`config.mk`:
```
export PLATFORM = sky130hd
export DESIGN_NAME = tpg_top
export DESIGN_NICKNAME = d
export VERILOG_FILES = /design/src/hdl/tpg_pkg.sv /design/src/hdl/tpg_pwm.sv /design/src/hdl/tpg_top.sv
export SDC_FILE = /design/constraint.sdc
export NUM_CORES = 1
export LEC_CHECK = 0
export BUFFER_PORTS_ARGS = -buffer_cell sky130_fd_sc_hd__buf_2
export CAP_MARGIN = 20
export CORE_MARGIN = 5
export CORE_UTILIZATION = 45
export CTS_BUF_LIST = sky130_fd_sc_hd__clkbuf_8 sky130_fd_sc_hd__clkbuf_16
export DETAILED_ROUTE_END_ITERATION = 7
export PLACE_DENSITY = 0.72
export SYNTH_ARGS = -nofsm -noshare
export SYNTH_HDL_FRONTEND = slang
export SYNTH_SLANG_ARGS = --single-unit
```
`constraint.sdc`:
```
create_clock -name pclk -period 11.89 [get_ports pclk]
set_input_delay 2.378 -clock pclk [delete_from_list [all_inputs] [get_ports pclk]]
set_output_delay 2.378 -clock pclk [all_outputs]
set_load 0.02 [all_outputs]
```
`src/hdl/tpg_pkg.sv`:
```
/*
  Package for the timer/pulse generator: register offsets, reset values,
  control field layout and the counts of the prescaler and PWM periods.
  Assumes a 32-bit APB slave with byte addresses in a 12-bit window.
*/
package tpg_pkg;

  // Register byte offsets
  localparam logic [11:0] TPG_OFF_CTRL = 12'h000;
  localparam logic [11:0] TPG_OFF_MODULO_HIGH = 12'h004;
  localparam logic [11:0] TPG_OFF_MODULO_LOW = 12'h008;
  localparam logic [11:0] TPG_OFF_STAT = 12'h00c;

  // Values after reset
  localparam logic [7:0]  TPG_CTRL_RST = 8'h00;
  localparam logic [7:0]  TPG_MOD_RST  = 8'h00;

  // Writable control bits: 7, 5, 4, 3, 1, 0
  localparam logic [7:0]  TPG_CTRL_WMASK = 8'hbb;

  // Position of the low modulo field that feeds prescaler and latch, and of the request flag in the status register
  localparam int          TPG_MODULO_LOW_LSB   = 2;
  localparam int          TPG_STAT_IRQ   = 0;

  // PWM periods in fx cycles as powers of two, then latch and prescaler widths
  localparam int          TPG_BASIC_BITS = 10;
  localparam int          TPG_SEC_BITS   = 15;
  localparam int          TPG_LATCH_W    = 14;
  localparam int          TPG_PRE_W      = 8;

  // Control register layout, bit 7 down to bit 0
  typedef struct packed {
    logic drive;
    logic rsv6;
    logic sel;
    logic level;
    logic reload;
    logic rsv2;
    logic enable;
    logic mode;
  } tpg_ctrl_s;

  typedef enum logic [1:0] {
    TPG_ST_IDLE  = 2'b00,
    TPG_ST_TIMER = 2'b01,
    TPG_ST_PWM   = 2'b11
  } tpg_state_e;

  // Bit-reversed slot index spreads the extra cycles evenly
  function automatic logic [4:0] tpg_rev5(input logic [4:0] v);
    logic [4:0] r;
    r = 5'h00;
    for (int i = 0; i < 5; i++)
      r[i] = v[4 - i];
    return r;
  endfunction : tpg_rev5

endpackage : tpg_pkg

```
`src/hdl/tpg_pwm.sv`:
```
/*
  PWM core of the timer/pulse generator: reloadable 14-bit latch, working
  copy taken at each basic period, active-low output and secondary event.
  Assumes the parent clears run whenever PWM mode is not active.
*/
`timescale 1ns/10ps
`default_nettype none

module tpg_pwm
  import tpg_pkg::*;
(
  // Clock and reset
  input  wire logic                   pclk,
  input  wire logic                   presetn,
  // Control
  input  wire logic                   run,
  input  wire logic                   reload_en,
  input  wire logic [7:0]             modulo_high,
  input  wire logic [5:0]             modulo_low_hi,
  // Waveform and event
  output logic                        pwm_n,
  output logic                        period_evt
);

  logic [TPG_SEC_BITS-1:0]   cnt_r;
  logic [TPG_SEC_BITS-1:0]   cnt_nxt;
  logic [TPG_LATCH_W-1:0]    latch_r;
  logic [TPG_LATCH_W-1:0]    latch_nxt;
  logic [TPG_LATCH_W-1:0]    work_r;
  logic [TPG_LATCH_W-1:0]    work_nxt;
  logic                      pwm_r;
  logic                      pwm_nxt;
  logic [TPG_BASIC_BITS-1:0] phase;
  logic [4:0]                slot;
  logic [10:0]               width;
  logic                      extra;

  assign phase = cnt_r[TPG_BASIC_BITS-1:0];
  assign slot  = cnt_r[TPG_SEC_BITS-1:TPG_BASIC_BITS];

  always_comb
  begin
    // Both modulo registers land in one transfer
    latch_nxt = reload_en ? {modulo_high, modulo_low_hi} : latch_r;
    // Changes inside a basic period are not seen before its end
    work_nxt  = (phase == '0) ? latch_r : work_r;
    // Base width plus one fx cycle in 2*frac of 32 periods
    extra     = (tpg_rev5(slot) < {work_nxt[3:0], 1'b0});
    width     = {1'b0, work_nxt[13:4]} + {10'h000, extra};
    cnt_nxt   = run ? cnt_r + 15'h0001 : '0;
    pwm_nxt   = !(run && ({1'b0, phase} < width));
  end

  always_ff @(posedge pclk or negedge presetn)
  begin
    if (!presetn)
    begin
      cnt_r   <= '0;
      latch_r <= '0;
      work_r  <= '0;
      pwm_r   <= 1'b1;
    end
    else
    begin
      cnt_r   <= cnt_nxt;
      latch_r <= latch_nxt;
      work_r  <= work_nxt;
      pwm_r   <= pwm_nxt;
    end
  end

  assign pwm_n      = pwm_r;
  assign period_evt = run && (cnt_r == '1);
endmodule : tpg_pwm

`default_nettype wire

```
`src/hdl/tpg_top.sv`:
```
/*
  Timer/pulse generator with APB register access: interval timer with
  one-hot prescaler and square wave, 14-bit PWM, static pin output.
  Assumes an APB master on pclk; pin wire resolved outside from oe.
*/
// Implementation choices: register access over APB and the placing of the registers.
`timescale 1ns/10ps
`default_nettype none

module tpg_top
  import tpg_pkg::*;
(
  // Clock and reset
  input  wire logic        pclk,
  input  wire logic        presetn,
  // APB slave
  input  wire logic [11:0] paddr,
  input  wire logic        psel,
  input  wire logic        penable,
  input  wire logic        pwrite,
  input  wire logic [31:0] pwdata,
  output logic      [31:0] prdata,
  output logic             pready,
  output logic             pslverr,
  // Pulse output pin
  output logic             pulse_output_pin_o,
  output logic             pulse_output_pin_oe,
  // Request flag
  output logic             pulse_gen_irq_flag,
  output logic             pulse_gen_irq_set
);

  function automatic logic tpg_addr_ok(input logic [11:0] a);
    return (a == TPG_OFF_CTRL) || (a == TPG_OFF_MODULO_HIGH) ||
           (a == TPG_OFF_MODULO_LOW) || (a == TPG_OFF_STAT);
  endfunction : tpg_addr_ok

  // Prescaler tick for a one-hot code; other codes never tick
  function automatic logic tpg_pre_tick(input logic [4:0] code,
                                        input logic [7:0] pre);
    logic t;
    t = 1'b0;
    case (code)
      5'h01:   t = (pre[7:0] == 8'hff);
      5'h02:   t = (pre[6:0] == 7'h7f);
      5'h04:   t = (pre[5:0] == 6'h3f);
      5'h08:   t = (pre[4:0] == 5'h1f);
      5'h10:   t = (pre[3:0] == 4'hf);
      default: t = 1'b0;
    endcase
    return t;
  endfunction : tpg_pre_tick

  // Register file state
  tpg_ctrl_s   ctrl_r;
  tpg_ctrl_s   ctrl_nxt;
  logic [7:0]  modulo_high_r;
  logic [7:0]  modulo_high_nxt;
  logic [7:0]  modulo_low_r;
  logic [7:0]  modulo_low_nxt;
  logic        irq_r;
  logic        irq_nxt;
  logic        irq_set_r;
  logic [31:0] prdata_r;
  logic [31:0] prdata_nxt;

  // Generator state
  tpg_state_e       state_r;
  tpg_state_e       state_nxt;
  logic [TPG_PRE_W-1:0] pre_r;
  logic [TPG_PRE_W-1:0] pre_nxt;
  logic [7:0]  cnt_r;
  logic [7:0]  cnt_nxt;
  logic        tff_r;
  logic        tff_nxt;
  logic        pin_r;
  logic        pin_nxt;

  logic        acc_wr;
  logic        stat_clr;
  logic        tick;
  logic        timer_evt;
  logic        pwm_evt;
  logic        pwm_n;
  logic        wave;

  assign acc_wr   = psel && penable && pwrite && tpg_addr_ok(paddr);
  assign stat_clr = acc_wr && (paddr == TPG_OFF_STAT) && pwdata[TPG_STAT_IRQ];

  // Zero-wait slave; read data is captured in the setup cycle
  assign pready  = 1'b1;
  assign pslverr = psel && penable && !tpg_addr_ok(paddr);
  assign prdata  = prdata_r;

  // Register writes and read capture
  always_comb
  begin
    ctrl_nxt   = ctrl_r;
    modulo_high_nxt   = modulo_high_r;
    modulo_low_nxt   = modulo_low_r;
    prdata_nxt = prdata_r;
    if (acc_wr && paddr == TPG_OFF_CTRL)
      ctrl_nxt = tpg_ctrl_s'(pwdata[7:0] & TPG_CTRL_WMASK);
    if (acc_wr && paddr == TPG_OFF_MODULO_HIGH)
      modulo_high_nxt = pwdata[7:0];
    if (acc_wr && paddr == TPG_OFF_MODULO_LOW)
      modulo_low_nxt = pwdata[7:0];
    if (psel && !penable && !pwrite)
    begin
      case (paddr)
        TPG_OFF_CTRL: prdata_nxt = {24'h000000, ctrl_r};
        TPG_OFF_MODULO_HIGH: prdata_nxt = {24'h000000, modulo_high_r};
        // Bits 1..0 are not defined to software; they read as zero
        TPG_OFF_MODULO_LOW: prdata_nxt = {24'h000000, modulo_low_r[7:2], 2'b00};
        TPG_OFF_STAT: prdata_nxt = {31'h00000000, irq_r};
        default:      prdata_nxt = 32'h00000000;
      endcase
    end
  end

  always_ff @(posedge pclk or negedge presetn)
  begin
    if (!presetn)
    begin
      ctrl_r   <= tpg_ctrl_s'(TPG_CTRL_RST);
      modulo_high_r   <= TPG_MOD_RST;
      modulo_low_r   <= TPG_MOD_RST;
      prdata_r <= 32'h00000000;
    end
    else
    begin
      ctrl_r   <= ctrl_nxt;
      modulo_high_r   <= modulo_high_nxt;
      modulo_low_r   <= modulo_low_nxt;
      prdata_r <= prdata_nxt;
    end
  end

  // Run state, interval timer and pin
  always_comb
  begin
    state_nxt = TPG_ST_IDLE;
    case (state_r)
      TPG_ST_IDLE, TPG_ST_TIMER, TPG_ST_PWM:
      begin
        if (!ctrl_r.enable)
          state_nxt = TPG_ST_IDLE;
        else if (ctrl_r.mode)
          state_nxt = TPG_ST_TIMER;
        else
          state_nxt = TPG_ST_PWM;
      end
      default: state_nxt = TPG_ST_IDLE;
    endcase

    // Prescaler and count stay cleared outside timer mode, so each
    // entry into it restarts the interval from zero
    tick      = (state_r == TPG_ST_TIMER) &&
                tpg_pre_tick(modulo_low_r[TPG_MODULO_LOW_LSB +: 5], pre_r);
    timer_evt = tick && (cnt_r == modulo_high_r);
    pre_nxt   = (state_r == TPG_ST_TIMER) ? pre_r + 8'h01 : '0;
    cnt_nxt   = cnt_r;
    tff_nxt   = tff_r;
    if (state_r != TPG_ST_TIMER)
      cnt_nxt = 8'h00;
    else if (timer_evt)
    begin
      // Wrap after N+1 ticks: period divisor*(N+1)
      cnt_nxt = 8'h00;
      tff_nxt = !tff_r;
    end
    else if (tick)
      cnt_nxt = cnt_r + 8'h01;

    wave    = (state_r == TPG_ST_TIMER) ? tff_r : pwm_n;
    pin_nxt = ctrl_r.sel ? wave : ctrl_r.level;
  end

  always_ff @(posedge pclk or negedge presetn)
  begin
    if (!presetn)
    begin
      state_r <= TPG_ST_IDLE;
      pre_r   <= '0;
      cnt_r   <= 8'h00;
      tff_r   <= 1'b0;
      pin_r   <= 1'b0;
    end
    else
    begin
      state_r <= state_nxt;
      pre_r   <= pre_nxt;
      cnt_r   <= cnt_nxt;
      tff_r   <= tff_nxt;
      pin_r   <= pin_nxt;
    end
  end

  // Request flag: a new event wins over a clear in the same cycle
  always_comb
  begin
    irq_nxt = timer_evt || pwm_evt || (irq_r && !stat_clr);
  end

  always_ff @(posedge pclk or negedge presetn)
  begin
    if (!presetn)
    begin
      irq_r     <= 1'b0;
      irq_set_r <= 1'b0;
    end
    else
    begin
      irq_r     <= irq_nxt;
      irq_set_r <= timer_evt || pwm_evt;
    end
  end

  tpg_pwm u_pwm (
    .pclk       (pclk),
    .presetn    (presetn),
    .run        (state_r == TPG_ST_PWM),
    .reload_en  (ctrl_r.reload),
    .modulo_high       (modulo_high_r),
    .modulo_low_hi    (modulo_low_r[7:2]),
    .pwm_n      (pwm_n),
    .period_evt (pwm_evt)
  );

  assign pulse_output_pin_o  = pin_r;
  assign pulse_output_pin_oe = ctrl_r.drive;
  assign pulse_gen_irq_flag  = irq_r;
  assign pulse_gen_irq_set   = irq_set_r;
endmodule : tpg_top

`default_nettype wire

```
==> out/results.txt <==
Pre-antenna DRT Iters = 4
Via density = 5.43
Routed Antenna Nets = 0
Seq/Total Area, Yosys = 46.4%
Top-count cell post-synth = dfrtp_1
Slowest stage cell on the critical path = nor4_1
Num CTS Buffers = 9
CTS sink cnt = 94
Hold Crit Depth = 1
Quantity of I/O buffers inserted on ports = 37
Top_reg_cell synth = dfrtp_1
Cells after DPL = 627
Multi-input logic area = 2530 um2
RSZ-0062 raised after global routing = false
Clock skew = 0.00639 ns
Ratio of cells with drive above 1 in the final layout = 22.7%
Critical path fanouts, max = 10
Fin cells = 643
Synth cell count leaders = dfrtp_1 (93), mux2_2 (47), nor2_1 (38)
IO Pins = 87
Startpoint Class = primary input
Post-route cell area = 5630 um2
FF+latch count, synth = 94
Die area = 13,500 um2
Core footprint = 10,900 um2
Critical path class = in -> out
R2R cell count = 17
Initial antenna violation count = 0
F_max = 170 MHz
Min-delay worst type = reg -> reg
H-tree depth = 3
N_diodes = 0
Register area = 2350 um2
Worst Setup End Kind = primary output
Die height = 116 um
Post-layout util = 51.5%
Clk buf depth = 2
NumNets Final = 566
Setup ws final = 6.00 ns
Dpl hpwl = 7530 um
Largest net degree at the start of global routing = 62
Ranking of synthesized cells by area = dfrtp_1 (46%), mux2_2 (10%), ha_1 (4.7%)
Stages on worst setup path = 5
Row Count = 38
Worst slack, placed = 5.99 ns
Slew Limit Headroom = 47.7%
Worst EP arrival = 3.51 ns
Initial Util = 46.4%
Total power = 0.658 mW
Status = finished, final reports clean
P_leak = 2.63 nW
Die X = 116 um
Global route total overflow = 0
Clk Tree Root Cell = clkbuf_16
Max Cap Viol = 0
Dpl cell area = 5300 um2
Cell taking the most area after synthesis = dfrtp_1
Count of cell types in the netlist = 56
CP required = 9.51 ns
Synth top area share = 45.9%
Largest stage delay, worst path = 0.33 ns
Vias = 3,491
Area growth, synth to finish = 11.0%
Slew @ Worst Pin = 0.785 ns
CP Buf/Inv Count = 2
Post-CTS setup buffer count = 0
EDFF count, synth = 0
Crit path top cell by count = buf_2
Final setup vio count = 0
# DRC = 0
First-pass GRT wire length = 17,400 um
Placer Congestion = 0.822
Hold Vio Cnt, Final = 0
Delay-heaviest family, CP = simple AND/OR/NAND/NOR gates
Worst vdd ir = 64.7 uV
WHS = 0.471 ns
Setup tns final = 0 ns
Critical path cell sequence = buf_2 > nor4_1 > nand3_2 > and3_2 > buf_2
Vias in the first global route = 3,382
Total routed wirelength = 10,400 um
Layout fillers = 959
GRT Util Overall = 16.6%
Final Max Tran Viols = 0
Post-synthesis cell count = 463
YS warnings = 0
Number of DRC markers in iteration 0 = 169
Cell area power density = 117 nW/um2
Cts repair resizes = 0
CTS tree = built
Clock-pin slew on the worst setup and hold paths = 0.07 ns
Minimum clock period = 5.89 ns
Avg Cell Area, Syn = 11.0 um2
Ys async rst share = 100%
Post-CTS Hold Fix Bufs = 0
Worst-skew pair later-pin latency = 0.34 ns
Cell Area, Synth = 5070 um2
Final Cycle Share = 49.5%
Wire per inst = 16.1 um
-- power by group --
group          switching [mW]  internal (mW)  total [mW]
Combinational          0.0185        0.00493      0.0234
Sequential           0.000192          0.320       0.320
Clock                   0.123          0.191       0.314
-- sequential cells by signal, summed over array words and instances, names as in the netlist --
register / cells
prdata: 8
tff_r: 1
u_pwm.pwm_n: 1
u_pwm.cnt_r: 15
ctrl_r: 5
pulse_gen_irq_set: 1
pulse_output_pin_o: 1
u_pwm.work_r: 14
pulse_gen_irq_flag: 1
modulo_high_r: 8
modulo_low_r: 6
pulse_output_pin_oe: 1
cnt_r: 8
u_pwm.latch_r: 14
state_r: 2
pre_r: 8
-- worst paths after layout --
check	startpoint	endpoint	slack [ns]
max	paddr[7]	pslverr	6.00
min	ctrl_r[0]	state_r[1]	0.47
max reg2reg	u_pwm.cnt_r[6]	u_pwm.pwm_n	7.41
min reg2reg	ctrl_r[0]	state_r[1]	0.47
max in group asynchronous	presetn	cnt_r[6]	8.77
min in group asynchronous	presetn	pre_r[5]	1.98
-- area by class of cell --
type	count	area share [%]
multi-input cells	344	44.9
flip-flops and latches	94	41.8
clock buffers	10	4.25
repair buffers	39	3.60
well taps	140	3.11
clock inverters	6	1.67
inverters	10	0.667
-- worst register-to-register path, stage by stage (launching register included) --
cell and delay (ns):
dfrtp_1 0.46, nor4_1 0.32, nand4_1 0.38, mux2i_1 0.32, ha_1 0.27, nor2_1 0.11, a211oi_1 0.05, a211oi_1 0.25
ha_1 0.37, ha_1 0.33, and3_1 0.22, mux2i_1 0.13, xor2_1 0.17, ha_1 0.33, nand4_1 0.11, o21ai_0 0.20
o2111ai_1 0.15, a21oi_1 0.22
-- cell families (layout without fill, tap and decap cells) --
kind of cell | count (synthesis) | count (layout) | share of synthesized area, %
and+or+nand+nor | 146 | 146 | 15.8
AOI/OAI and AO/OA | 56 | 56 | 7.97
other | 2 | 25 | 0.148
buffers and inverters | 48 | 65 | 5.43
xor gates and xnor gates | 39 | 39 | 6.74
adders and majority gates | 19 | 19 | 4.69
muxes | 59 | 59 | 12.8
DFF | 94 | 94 | 46.4
-- routing by layer --
layer / vias to the layer above / GRT usage, % / share of wire [%]
met5: - / 0 / 0
met4: 0 / 7.89 / 2.9
met3: 21 / 2.23 / 2.6
met2: 63 / 25.9 / 48
met1: 1717 / 22.9 / 46
li1: 1690 / - / -
-- layout by cell type, fill, tap and decap left out, drive strengths merged, types with 4 or more instances in the layout --
cell	synthesis	final
conb	2	25
nor3b	8	8
nand4	8	8
nand3	25	25
a21oi	8	8
nand2	21	21
ha	19	19
a32o	6	6
inv	10	11
buf	28	39
nor2b	4	4
xnor2	21	21
a31oi	5	5
o31ai	7	7
nor4	5	5
xor2	18	18
nor3	6	6
and4	4	4
o211ai	7	7
and3	14	14
dfrtp	93	93
mux2	47	47
clkbuf	10	10
nor2	38	38
o21ai	6	6
mux2i	12	12
No activity file was read; power rests on OpenSTA's default activity.
